$ cat src/logic/read_sync_consts.svh
// Constants for the read synchroniser sequencing block.
`ifndef READ_SYNC_CONSTS_SVH
`define READ_SYNC_CONSTS_SVH

// Read pulses to wait after the freeze before restarting on read data.
`define RESTART_READ_EDGES   2'd2
// Most reference cycles between read-select release and the restart.
`define RESTART_REF_CYCLES   3'd4
// Consecutive matching pulses needed before preamble is declared.
`define MATCH_LEN_SHORT      6'd32
`define MATCH_LEN_4T         6'd16
// Reference rising edges per frequency comparison window.
`define OFFSET_WINDOW        8'd16
// Oscillator counts below and above which a correction is requested.
`define OFFSET_LOW_LIMIT     9'd8
`define OFFSET_HIGH_LIMIT    9'd24
// Sync pattern select code of the 4T pattern.
`define PATTERN_4T           2'b11
// Divider and spacing counter value while held.
`define DIV_HOLD_COUNT       3'd0

`endif

$ cat src/logic/read_sync_pkg.sv
// Types for the read synchroniser sequencing block.
package read_sync_pkg;
    typedef enum logic [2:0] {
        REF_RUN,
        FREEZE_READ,
        READ_RUN,
        FREEZE_REF
    } seq_state_t;
    typedef logic [1:0] pattern_sel_t;
endpackage

$ cat src/logic/read_sync_preamble_control.sv
// Restart sequencing, matching divider, preamble detector, offset clamp, clock mux.
`timescale 1ns/1ps
`include "read_sync_consts.svh"

module read_sync_preamble_control
    import read_sync_pkg::*;
#(
    parameter int MATCH_W = 6
) (
    // Clock and reset
    input  wire logic                       sys_clk_i,
    input  wire logic                       reset_n_i,
    // Drive controller
    input  wire logic                       read_select_i,
    input  wire logic                       freq_acquire_n_i,
    input  wire read_sync_pkg::pattern_sel_t pattern_sel_i,
    // Read channel and clock sources, sampled levels
    input  wire logic                       raw_read_pulses_i,
    input  wire logic                       ref_clk_i,
    input  wire logic                       vco_clk_i,
    // Loop control
    output logic                            comparator_clear_o,
    output logic                            vco_freeze_o,
    output logic                            divider_in_path_o,
    output logic                            divider_pulse_o,
    output logic                            pump_up_o,
    output logic                            pump_down_o,
    // Status and recovered clock
    output logic                            restart_done_o,
    output logic                            preamble_found_o,
    output logic                            recovered_clk_o
);
    import read_sync_pkg::*;

    if (MATCH_W < 6) begin : g_chk
        $error("MATCH_W must hold a count of 32");
    end

    // ****************************************************
    // Edge detection
    // ****************************************************
    logic rs_d, rp_d, ref_d, vco_d;
    wire  rs_edge   = read_select_i ^ rs_d;
    wire  rp_rise   = raw_read_pulses_i & ~rp_d;
    wire  ref_rise  = ref_clk_i & ~ref_d;
    wire  vco_rise  = vco_clk_i & ~vco_d;

    always_ff @(posedge sys_clk_i or negedge reset_n_i) begin
        if (!reset_n_i) begin
            rs_d  <= 1'b0;
            rp_d  <= 1'b0;
            ref_d <= 1'b0;
            vco_d <= 1'b0;
        end else begin
            rs_d  <= read_select_i;
            rp_d  <= raw_read_pulses_i;
            ref_d <= ref_clk_i;
            vco_d <= vco_clk_i;
        end
    end

    // Modulus minus one: 00 gives 0 up to 11 gives 3, so moduli 1 to 4.
    function automatic logic [2:0] modulus_last(input pattern_sel_t sel);
        return {1'b0, sel};
    endfunction

    // ****************************************************
    // Restart sequencer
    // ****************************************************
    seq_state_t state, next_state;
    logic [1:0] pulse_cnt, next_pulse_cnt;
    logic [2:0] ref_cnt, next_ref_cnt;
    logic       ref_half;

    wire frozen      = (state == FREEZE_READ) || (state == FREEZE_REF);
    wire reading     = (state == READ_RUN);
    // Reference halved: restart on the rising edge of the divided clock.
    wire ref_half_up = ref_rise & ~ref_half;

    always_comb begin
        next_state     = state;
        next_pulse_cnt = pulse_cnt;
        next_ref_cnt   = ref_cnt;
        if (rs_edge) begin
            next_state     = read_select_i ? FREEZE_READ : FREEZE_REF;
            next_pulse_cnt = 2'd0;
            next_ref_cnt   = 3'd0;
        end else begin
            unique case (state)
                REF_RUN: ;
                READ_RUN: ;
                FREEZE_READ: begin
                    if (rp_rise) begin
                        next_pulse_cnt = pulse_cnt + 2'd1;
                        if (pulse_cnt + 2'd1 == `RESTART_READ_EDGES) begin
                            next_state = READ_RUN;
                        end
                    end
                end
                // bounded wait for the halved reference
                FREEZE_REF: begin
                    if (ref_rise) begin
                        next_ref_cnt = ref_cnt + 3'd1;
                    end
                    if (ref_half_up || (ref_rise && ref_cnt + 3'd1 == `RESTART_REF_CYCLES)) begin
                        next_state = REF_RUN;
                    end
                end
                default: next_state = REF_RUN;
            endcase
        end
    end

    always_ff @(posedge sys_clk_i or negedge reset_n_i) begin
        if (!reset_n_i) begin
            state     <= REF_RUN;
            pulse_cnt <= 2'd0;
            ref_cnt   <= 3'd0;
            ref_half  <= 1'b0;
        end else begin
            state     <= next_state;
            pulse_cnt <= next_pulse_cnt;
            ref_cnt   <= next_ref_cnt;
            if (ref_rise) begin
                ref_half <= ~ref_half;
            end
        end
    end

    // ****************************************************
    // Matching divider
    // ****************************************************
    logic [2:0] div_cnt;
    wire  [2:0] div_last = modulus_last(pattern_sel_i);
    // divider sits in the feedback path only while acquiring in a read
    wire        div_path = reading & ~freq_acquire_n_i;
    wire        div_wrap = vco_rise && (div_cnt >= div_last);

    // held until restart completes; restart resets it
    // a later acquire reuses the running count, phase not realigned
    always_ff @(posedge sys_clk_i or negedge reset_n_i) begin
        if (!reset_n_i) begin
            div_cnt <= `DIV_HOLD_COUNT;
        end else if (!reading) begin
            div_cnt <= `DIV_HOLD_COUNT;
        end else if (vco_rise) begin
            div_cnt <= div_wrap ? `DIV_HOLD_COUNT : div_cnt + 3'd1;
        end
    end

    // ****************************************************
    // Preamble pattern detector
    // ****************************************************
    logic [2:0]       gap_cnt;
    logic [MATCH_W-1:0] match_cnt;
    // spacing expected of the selected pattern, in oscillator periods
    wire        gap_ok     = (gap_cnt == div_last);
    wire [MATCH_W-1:0] match_need = (pattern_sel_i == `PATTERN_4T) ?
                                    MATCH_W'(`MATCH_LEN_4T) : MATCH_W'(`MATCH_LEN_SHORT);
    wire        match_hit  = rp_rise && gap_ok && (match_cnt + 1'b1 >= match_need);

    always_ff @(posedge sys_clk_i or negedge reset_n_i) begin
        if (!reset_n_i) begin
            gap_cnt   <= 3'd0;
            match_cnt <= '0;
        end else if (!reading) begin
            // no search before the read restart has finished
            gap_cnt   <= 3'd0;
            match_cnt <= '0;
        end else if (rp_rise) begin
            gap_cnt   <= 3'd0;
            // a wrong spacing starts the count again
            match_cnt <= gap_ok ? match_cnt + 1'b1 : '0;
        end else if (vco_rise && gap_cnt != 3'h7) begin
            gap_cnt <= gap_cnt + 3'd1;
        end
    end

    always_ff @(posedge sys_clk_i or negedge reset_n_i) begin
        if (!reset_n_i) begin
            preamble_found_o <= 1'b0;
        end else if (!read_select_i) begin
            preamble_found_o <= 1'b0;
        end else if (match_hit) begin
            // flag on enough pulses; held until read-select drops
            preamble_found_o <= 1'b1;
        end
    end

    // ****************************************************
    // Frequency offset clamp
    // ****************************************************
    logic [7:0] win_cnt;
    logic [8:0] vco_cnt;
    wire        win_end = ref_rise && (win_cnt == `OFFSET_WINDOW - 8'd1);

    always_ff @(posedge sys_clk_i or negedge reset_n_i) begin
        if (!reset_n_i) begin
            win_cnt     <= 8'd0;
            vco_cnt     <= 9'd0;
            pump_up_o   <= 1'b0;
            pump_down_o <= 1'b0;
        end else begin
            if (ref_rise) begin
                win_cnt <= win_end ? 8'd0 : win_cnt + 8'd1;
            end
            if (win_end) begin
                vco_cnt     <= 9'd0;
                // oscillator under half the reference rate
                pump_up_o   <= vco_cnt < `OFFSET_LOW_LIMIT;
                // oscillator over one and a half times the reference
                pump_down_o <= vco_cnt > `OFFSET_HIGH_LIMIT;
            end else if (vco_rise && vco_cnt != 9'h1FF) begin
                vco_cnt <= vco_cnt + 9'd1;
            end
        end
    end

    // ****************************************************
    // Recovered clock multiplexer
    // ****************************************************
    logic src_vco;
    wire  want_vco = reading;
    wire  want_lvl = want_vco ? vco_clk_i : ref_clk_i;
    // swap only while output and new source are both high
    wire  swap_ok  = (want_vco != src_vco) && recovered_clk_o && want_lvl;
    wire  next_src = swap_ok ? want_vco : src_vco;

    // a frozen oscillator rests high, so no runt pulse leaves
    always_ff @(posedge sys_clk_i or negedge reset_n_i) begin
        if (!reset_n_i) begin
            src_vco         <= 1'b0;
            recovered_clk_o <= 1'b0;
        end else begin
            src_vco         <= next_src;
            recovered_clk_o <= next_src ? (vco_clk_i | frozen) : ref_clk_i;
        end
    end

    // ****************************************************
    // Registered loop control outputs
    // ****************************************************
    always_ff @(posedge sys_clk_i or negedge reset_n_i) begin
        if (!reset_n_i) begin
            comparator_clear_o <= 1'b0;
            vco_freeze_o       <= 1'b0;
            divider_in_path_o  <= 1'b0;
            divider_pulse_o    <= 1'b0;
            restart_done_o     <= 1'b1;
        end else begin
            // freeze held until restart on the newly chosen input
            comparator_clear_o <= (next_state == FREEZE_READ) || (next_state == FREEZE_REF);
            vco_freeze_o       <= (next_state == FREEZE_READ) || (next_state == FREEZE_REF);
            // From the next state, so the path drops together with restart_done_o.
            divider_in_path_o  <= (next_state == READ_RUN) && !freq_acquire_n_i;
            divider_pulse_o    <= div_path ? div_wrap : vco_rise;
            restart_done_o     <= (next_state == READ_RUN) || (next_state == REF_RUN);
        end
    end

endmodule

$ cat config.mk
export PLATFORM = sky130hd
export DESIGN_NAME = read_sync_preamble_control
export DESIGN_NICKNAME = d
export VERILOG_FILES = /design/src/logic/read_sync_pkg.sv /design/src/logic/read_sync_preamble_control.sv
export VERILOG_INCLUDE_DIRS = /design/src /design/src/logic
export SDC_FILE = /design/constraint.sdc
export NUM_CORES = 1
export LEC_CHECK = 0
export ABC_AREA = 1
export BUFFER_PORTS_ARGS = -buffer_cell sky130_fd_sc_hd__buf_2
export CORE_ASPECT_RATIO = 1.5
export CORE_MARGIN = 4
export CORE_UTILIZATION = 60
export CTS_BUF_LIST = sky130_fd_sc_hd__clkbuf_16
export CTS_CLUSTER_DIAMETER = 80
export DETAILED_ROUTE_END_ITERATION = 12
export PLACE_DENSITY = 0.77
export SLEW_MARGIN = 15
export SYNTH_ARGS = -nofsm -noshare
export SYNTH_HDL_FRONTEND = slang
export SYNTH_SLANG_ARGS = --single-unit
$ cat constraint.sdc
create_clock -name sys_clk_i -period 2.2 [get_ports sys_clk_i]
set_input_delay 0 -clock sys_clk_i [delete_from_list [all_inputs] [get_ports sys_clk_i]]
set_output_delay 0 -clock sys_clk_i [all_outputs]
set_load 0.005 [all_outputs]
== Word level (Yosys, flattened, before mapping) ==
Index checks and enable logic that the tools add are counted.
Storage, ports and cells
  output and inout port bits: 9
  bits of input ports: 9
  bits in registers: 51
  logic and storage cells: 119
Cells by class
  magnitude comparators: 4
  $add $sub $neg: 7
  equal/unequal tests: 18
  bitwise operators: 12
  multiplexer cells: 31
  reductions and logical operators: 25
Operator list (number)
  $mux 3: 13
  $mux 6: 4
  $mux 9: 2
  $eq 3x2->1 const B: 4
  $logic_and 1x1->1: 10
  $reduce_bool 2->1: 5
  $add 3x1->3 const B: 3
  $add 9x1->9 const B: 1
  $gt 9x5->1 const B: 1
  $lt 9x4->1 const B: 1
  $ne 9x9->1 const B: 1
  $pmux 3 s3: 1
  $add 8x1->8 const B: 1
  $eq 8x4->1 const B: 1
  $mux 2: 4
  $mux 8: 1
  $add 6x1->6 const B: 1
  $eq 3x1->1 const B: 2
  $ge 6x6->1: 1
  $logic_not 3->1: 2
  $mux 1: 6
  $and 1x1->1: 5
  $not 1->1: 5
  $eq 2x2->1 const B: 2
  other kinds (15): 20

== Logic depth before layout (Yosys ltp) ==
  depth after elaboration: 9
  depth in mapped cells: 11
  mapped depth without buffers: 11

== Worst setup path before layout ==
No wires, ideal clock.
  path kind: reg-to-reg
  start point: register vco_cnt[0]
  end point: register vco_cnt[7]
  data required time: 2.083 ns
  clock period less this slack: 1.662 ns
  cell stages (with the launch flop): 11
  data arrival time: 1.545 ns
  library setup time: 0.117 ns
  buffers on the path: 0
  slack: 0.538 ns
  cell sequence: dfrtp_1 -> ha_1 -> nand3_1 -> nor4_1 -> ha_1 -> nor2_4 -> nand2_1 -> nor2_2 -> nand3_1 -> o21ai_1 -> nor2_1
On the way
  longest elaborated chain between the ends: 3
  elaborated cells between the ends (all ways): 6
  classes of those cells: add/sub: 1; eq/ne: 1; mux: 2; reduce/logical: 2
RTL lines
  start: declaration: RTL line read_sync_preamble_control.sv:194  | logic [8:0] vco_cnt;
  start signal: assignment: RTL line read_sync_preamble_control.sv:214  | vco_cnt <= vco_cnt + 9'd1;
  $add 9x1->9 / $ne 9x9->1 (equally long branches): RTL line read_sync_preamble_control.sv:214, read_sync_preamble_control.sv:213
  $mux 9 / $logic_and 1x1->1 (equally long branches): RTL line read_sync_preamble_control.sv:213  | end else if (vco_rise && vco_cnt != 9'h1FF) begin
  $mux 9 / $reduce_bool 2->1 (equally long branches)
Several ways; a longest one is shown, not always the timed one. The select of a mux whose other input is x is not followed.
A chain may end at the register's enable or synchronous reset.

== Worst setup path after layout ==
Ends and elaborated chain as after synthesis.

==> metrics.csv <==
stage;metric;value;unit
sta;highest attainable clock frequency;0.5451;GHz
floorplan;core box area;0.004245;mm²
sta;Finish-stage setup viols;0;
placement;GPL Wtd Cong;0.8921;
drt;via count;1977;
yosys;Yosys cell types;35;
pwr;VDD IR max;0.7456;mV
drt;DRC violations left;0;
sta;Slew Viols, Final;0;
layout;Antenna Diode Count;0;
sta;Tmin final;1835;ps
placement;pre-CTS setup slack;397.2;ps
drt;Avg WL per Cell;12.91;µm
layout;Finished Layout Cells;378;
clock_network;CTS Buf Count;5;
clock_network;# hold bufs at CTS;6;
worst_hold_path;Hold/Removal Path Class;in2async;
clock_network;clk root buf;clkbuf_16;
yosys;post-synth top area cell;dfrtp_1;
layout;layout cells sized above 1;0.1325;
yosys;Yosys reg bits;51;
drt;Total Wirelength;4.881;mm
clock_network;TritonCTS Sinks;51;
placement;placed cells;364;
yosys;Netlist Area Pre-Place;0.002630;mm²
worst_setup_path;arrival time at the worst endpoint;2020;ps
pwr;Pwr per Cell Area;835.0;mW/mm²
floorplan;starting density of the core;0.6195;
yosys;top cell type's share of synthesized area;0.4757;
worst_setup_path;Crit Path Category;reg2reg;
floorplan;Top Ports;18;
global_route;first-pass GRT wire length;8.480;mm
sta;relative slew slack;0.5810;
clock_network;clk_lat worst skew;290;ps
yosys;post-synthesis sequential area ratio;0.4857;
drt;drt via density;5.230;
clock_network;clk slew on worst S/H paths;70;ps
placement;hpwl dp;3.662;mm
yosys;Synth Net Count;326;
pwr;Leak;0.001560;µW
global_route;total routing usage reported by global routing;0.2065;
sta;clock skew;7.702;ps
yosys;Syn Area/Cell;8.738;µm²
drt;1st-iter DRT viols;75;
worst_setup_path;Crit. End Element;flop;
placement;Port Buffer Count;17;
worst_setup_path;worst-path fanout max;7;
global_route;largest net degree at the start of global routing;24;
yosys;asr flop ratio synth;1.000;
floorplan;row count;29;
clock_network;H-tree depth;2;
yosys;Main synth FF type;dfrtp_1;
sta;Worst-Margin Slew;623.7;ps
clock_network;cts repair resizes;0;
sta;hold_ws;208.1;ps
run_status;status;complete, no violations;
global_route;GR Overflow Total;0;
flow_run;max_cap viols;0;
yosys;largest cells by area after synthesis;dfrtp_1, nand2_1, ha_1, inv_1, nor2_1;
clock_network;deepest clock path buffer count;2;
clock_network;CTS tree;yes;
clock_network;Post-CTS Setup Bufs;0;
sta;unrepaired setup endpoints after global routing;no;
layout;synth-to-layout area growth;12.94;%
yosys;number of synthesized flops with an enable pin;0;
layout;final net count;356;
worst_setup_path;CP Launch Type;flop;
sta;final period utilization;0.8339;
layout;fin util;0.6997;
drt;Final ANT Viol Nets;0;
global_route;initial antenna violation count;0;
yosys;Syn Inst Count;301;
worst_setup_path;Worst Path Required;2380;ps
floorplan;Die Footprint;0.005528;mm²
drt;DR pass1 iterations;4;
sta;final hold violations;0;
sta;Setup TNS;0;ps
yosys;YS warnings;0;
sta;Final WS setup;365.5;ps
worst_setup_path;R2R Setup Slk;370;ps
global_route;vias in the first global route;1997;
floorplan;Die X;62.06;µm
floorplan;Die Ht;89.09;µm
==> stage by stage <==
stage	power [µW]	cell area (µm²)
floorplan	1590	2630
global placement	1714	2769
detailed placement	1738	2769
CTS	2498	2970
global route	2658	2970
finish	2480	2970
==> routing by layer <==
layer	routed length (µm)	vias to the layer above	track usage
li1	-	1022	-
met1	1983	918	0.2358
met2	2639	23	0.3613
met3	134	14	0.03613
met4	123	0	0.09653
met5	0	-	0
==> worst paths after layout <==
kind / start / end / depth (start not counted)
max: vco_cnt[0] / vco_cnt[7] / 10
min: reset_n_i / div_cnt[2] / 2
max reg2reg: vco_cnt[0] / vco_cnt[7] / 10
min reg2reg: ref_half / ref_half / 2
max in group asynchronous: reset_n_i / pump_up_o / 3
min in group sys_clk_i: pattern_sel_i[0] / match_cnt[1] / 5
==> synthesized netlist by cell type, types with 4 or more instances <==
cell type / instances
inv_2: 4
o21ai_0: 10
nand2_1: 65
nor3_1: 7
nand3_1: 17
dfrtp_1: 50
xor2_1: 8
o21ai_1: 6
inv_1: 44
nor2_1: 23
ha_1: 16
a21oi_1: 15
==> cell usage in the layout (no fill, tap or decap), types with 3 or more instances in the layout <==
| cell type | count |
|---|---|
| clkbuf_16 | 5 |
| nor2_1 | 23 |
| ha_1 | 16 |
| nand4_1 | 3 |
| o21ai_1 | 6 |
| xnor2_1 | 3 |
| nor4_1 | 3 |
| nor2_4 | 3 |
| buf_2 | 17 |
| xor2_1 | 8 |
| nor3_1 | 7 |
| dlygate4sd3_1 | 6 |
| dfrtp_1 | 50 |
| a21oi_1 | 15 |
| o21ai_0 | 10 |
| nand3_1 | 17 |
| inv_2 | 4 |
| nand2_1 | 65 |
| inv_1 | 45 |
==> where the power goes <==
part           switching (µW)  internal [µW]  leakage, µW
clock                     331            415    0.0000710
sequential                143           1100     0.000645
combinational             302            192     0.000845
total                     776           1700      0.00156
==> layout make-up <==
| type | instances | area [µm²] |
|---|---|---|
| inverters | 50 | 187.7 |
| clock inverters | 3 | 16.27 |
| flip-flops and latches | 51 | 1277 |
| well taps | 46 | 57.56 |
| fillers | 340 | 1275 |
| clock buffers | 5 | 125.1 |
| repair buffers | 25 | 160.2 |
| multi-input cells | 198 | 1146 |
==> state kept, by name, summed over array words and instances (netlist names), 2 cells and up <==
| name | count |
|---|---|
| state | 3 |
| win_cnt | 8 |
| pulse_cnt | 2 |
| div_cnt | 3 |
| match_cnt | 6 |
| gap_cnt | 3 |
| ref_cnt | 3 |
| vco_cnt | 9 |
==> cells by family (layout without fill, tap and decap cells) <==
| group | Yosys count | in the layout | synth area share |
|---|---|---|---|
| fa+ha+maj | 16 | 16 | 0.07612 |
| simple gates | 131 | 131 | 0.2379 |
| buf+inv | 52 | 83 | 0.07850 |
| compound gates | 38 | 38 | 0.07755 |
| flops | 51 | 51 | 0.4857 |
| xor+xnor | 12 | 12 | 0.04282 |
| other cells | 1 | 1 | 0.001426 |
==> critical path, cell delays in order (launching register included) <==
cell	delay [ps]
dfrtp_1	390
ha_1	220
nand3_1	80
nor4_1	60
ha_1	240
nor2_4	180
nand2_1	110
nor2_2	140
nand3_1	100
o21ai_1	140
nor2_1	60
Note: power is estimated with default switching activity, not from simulation.
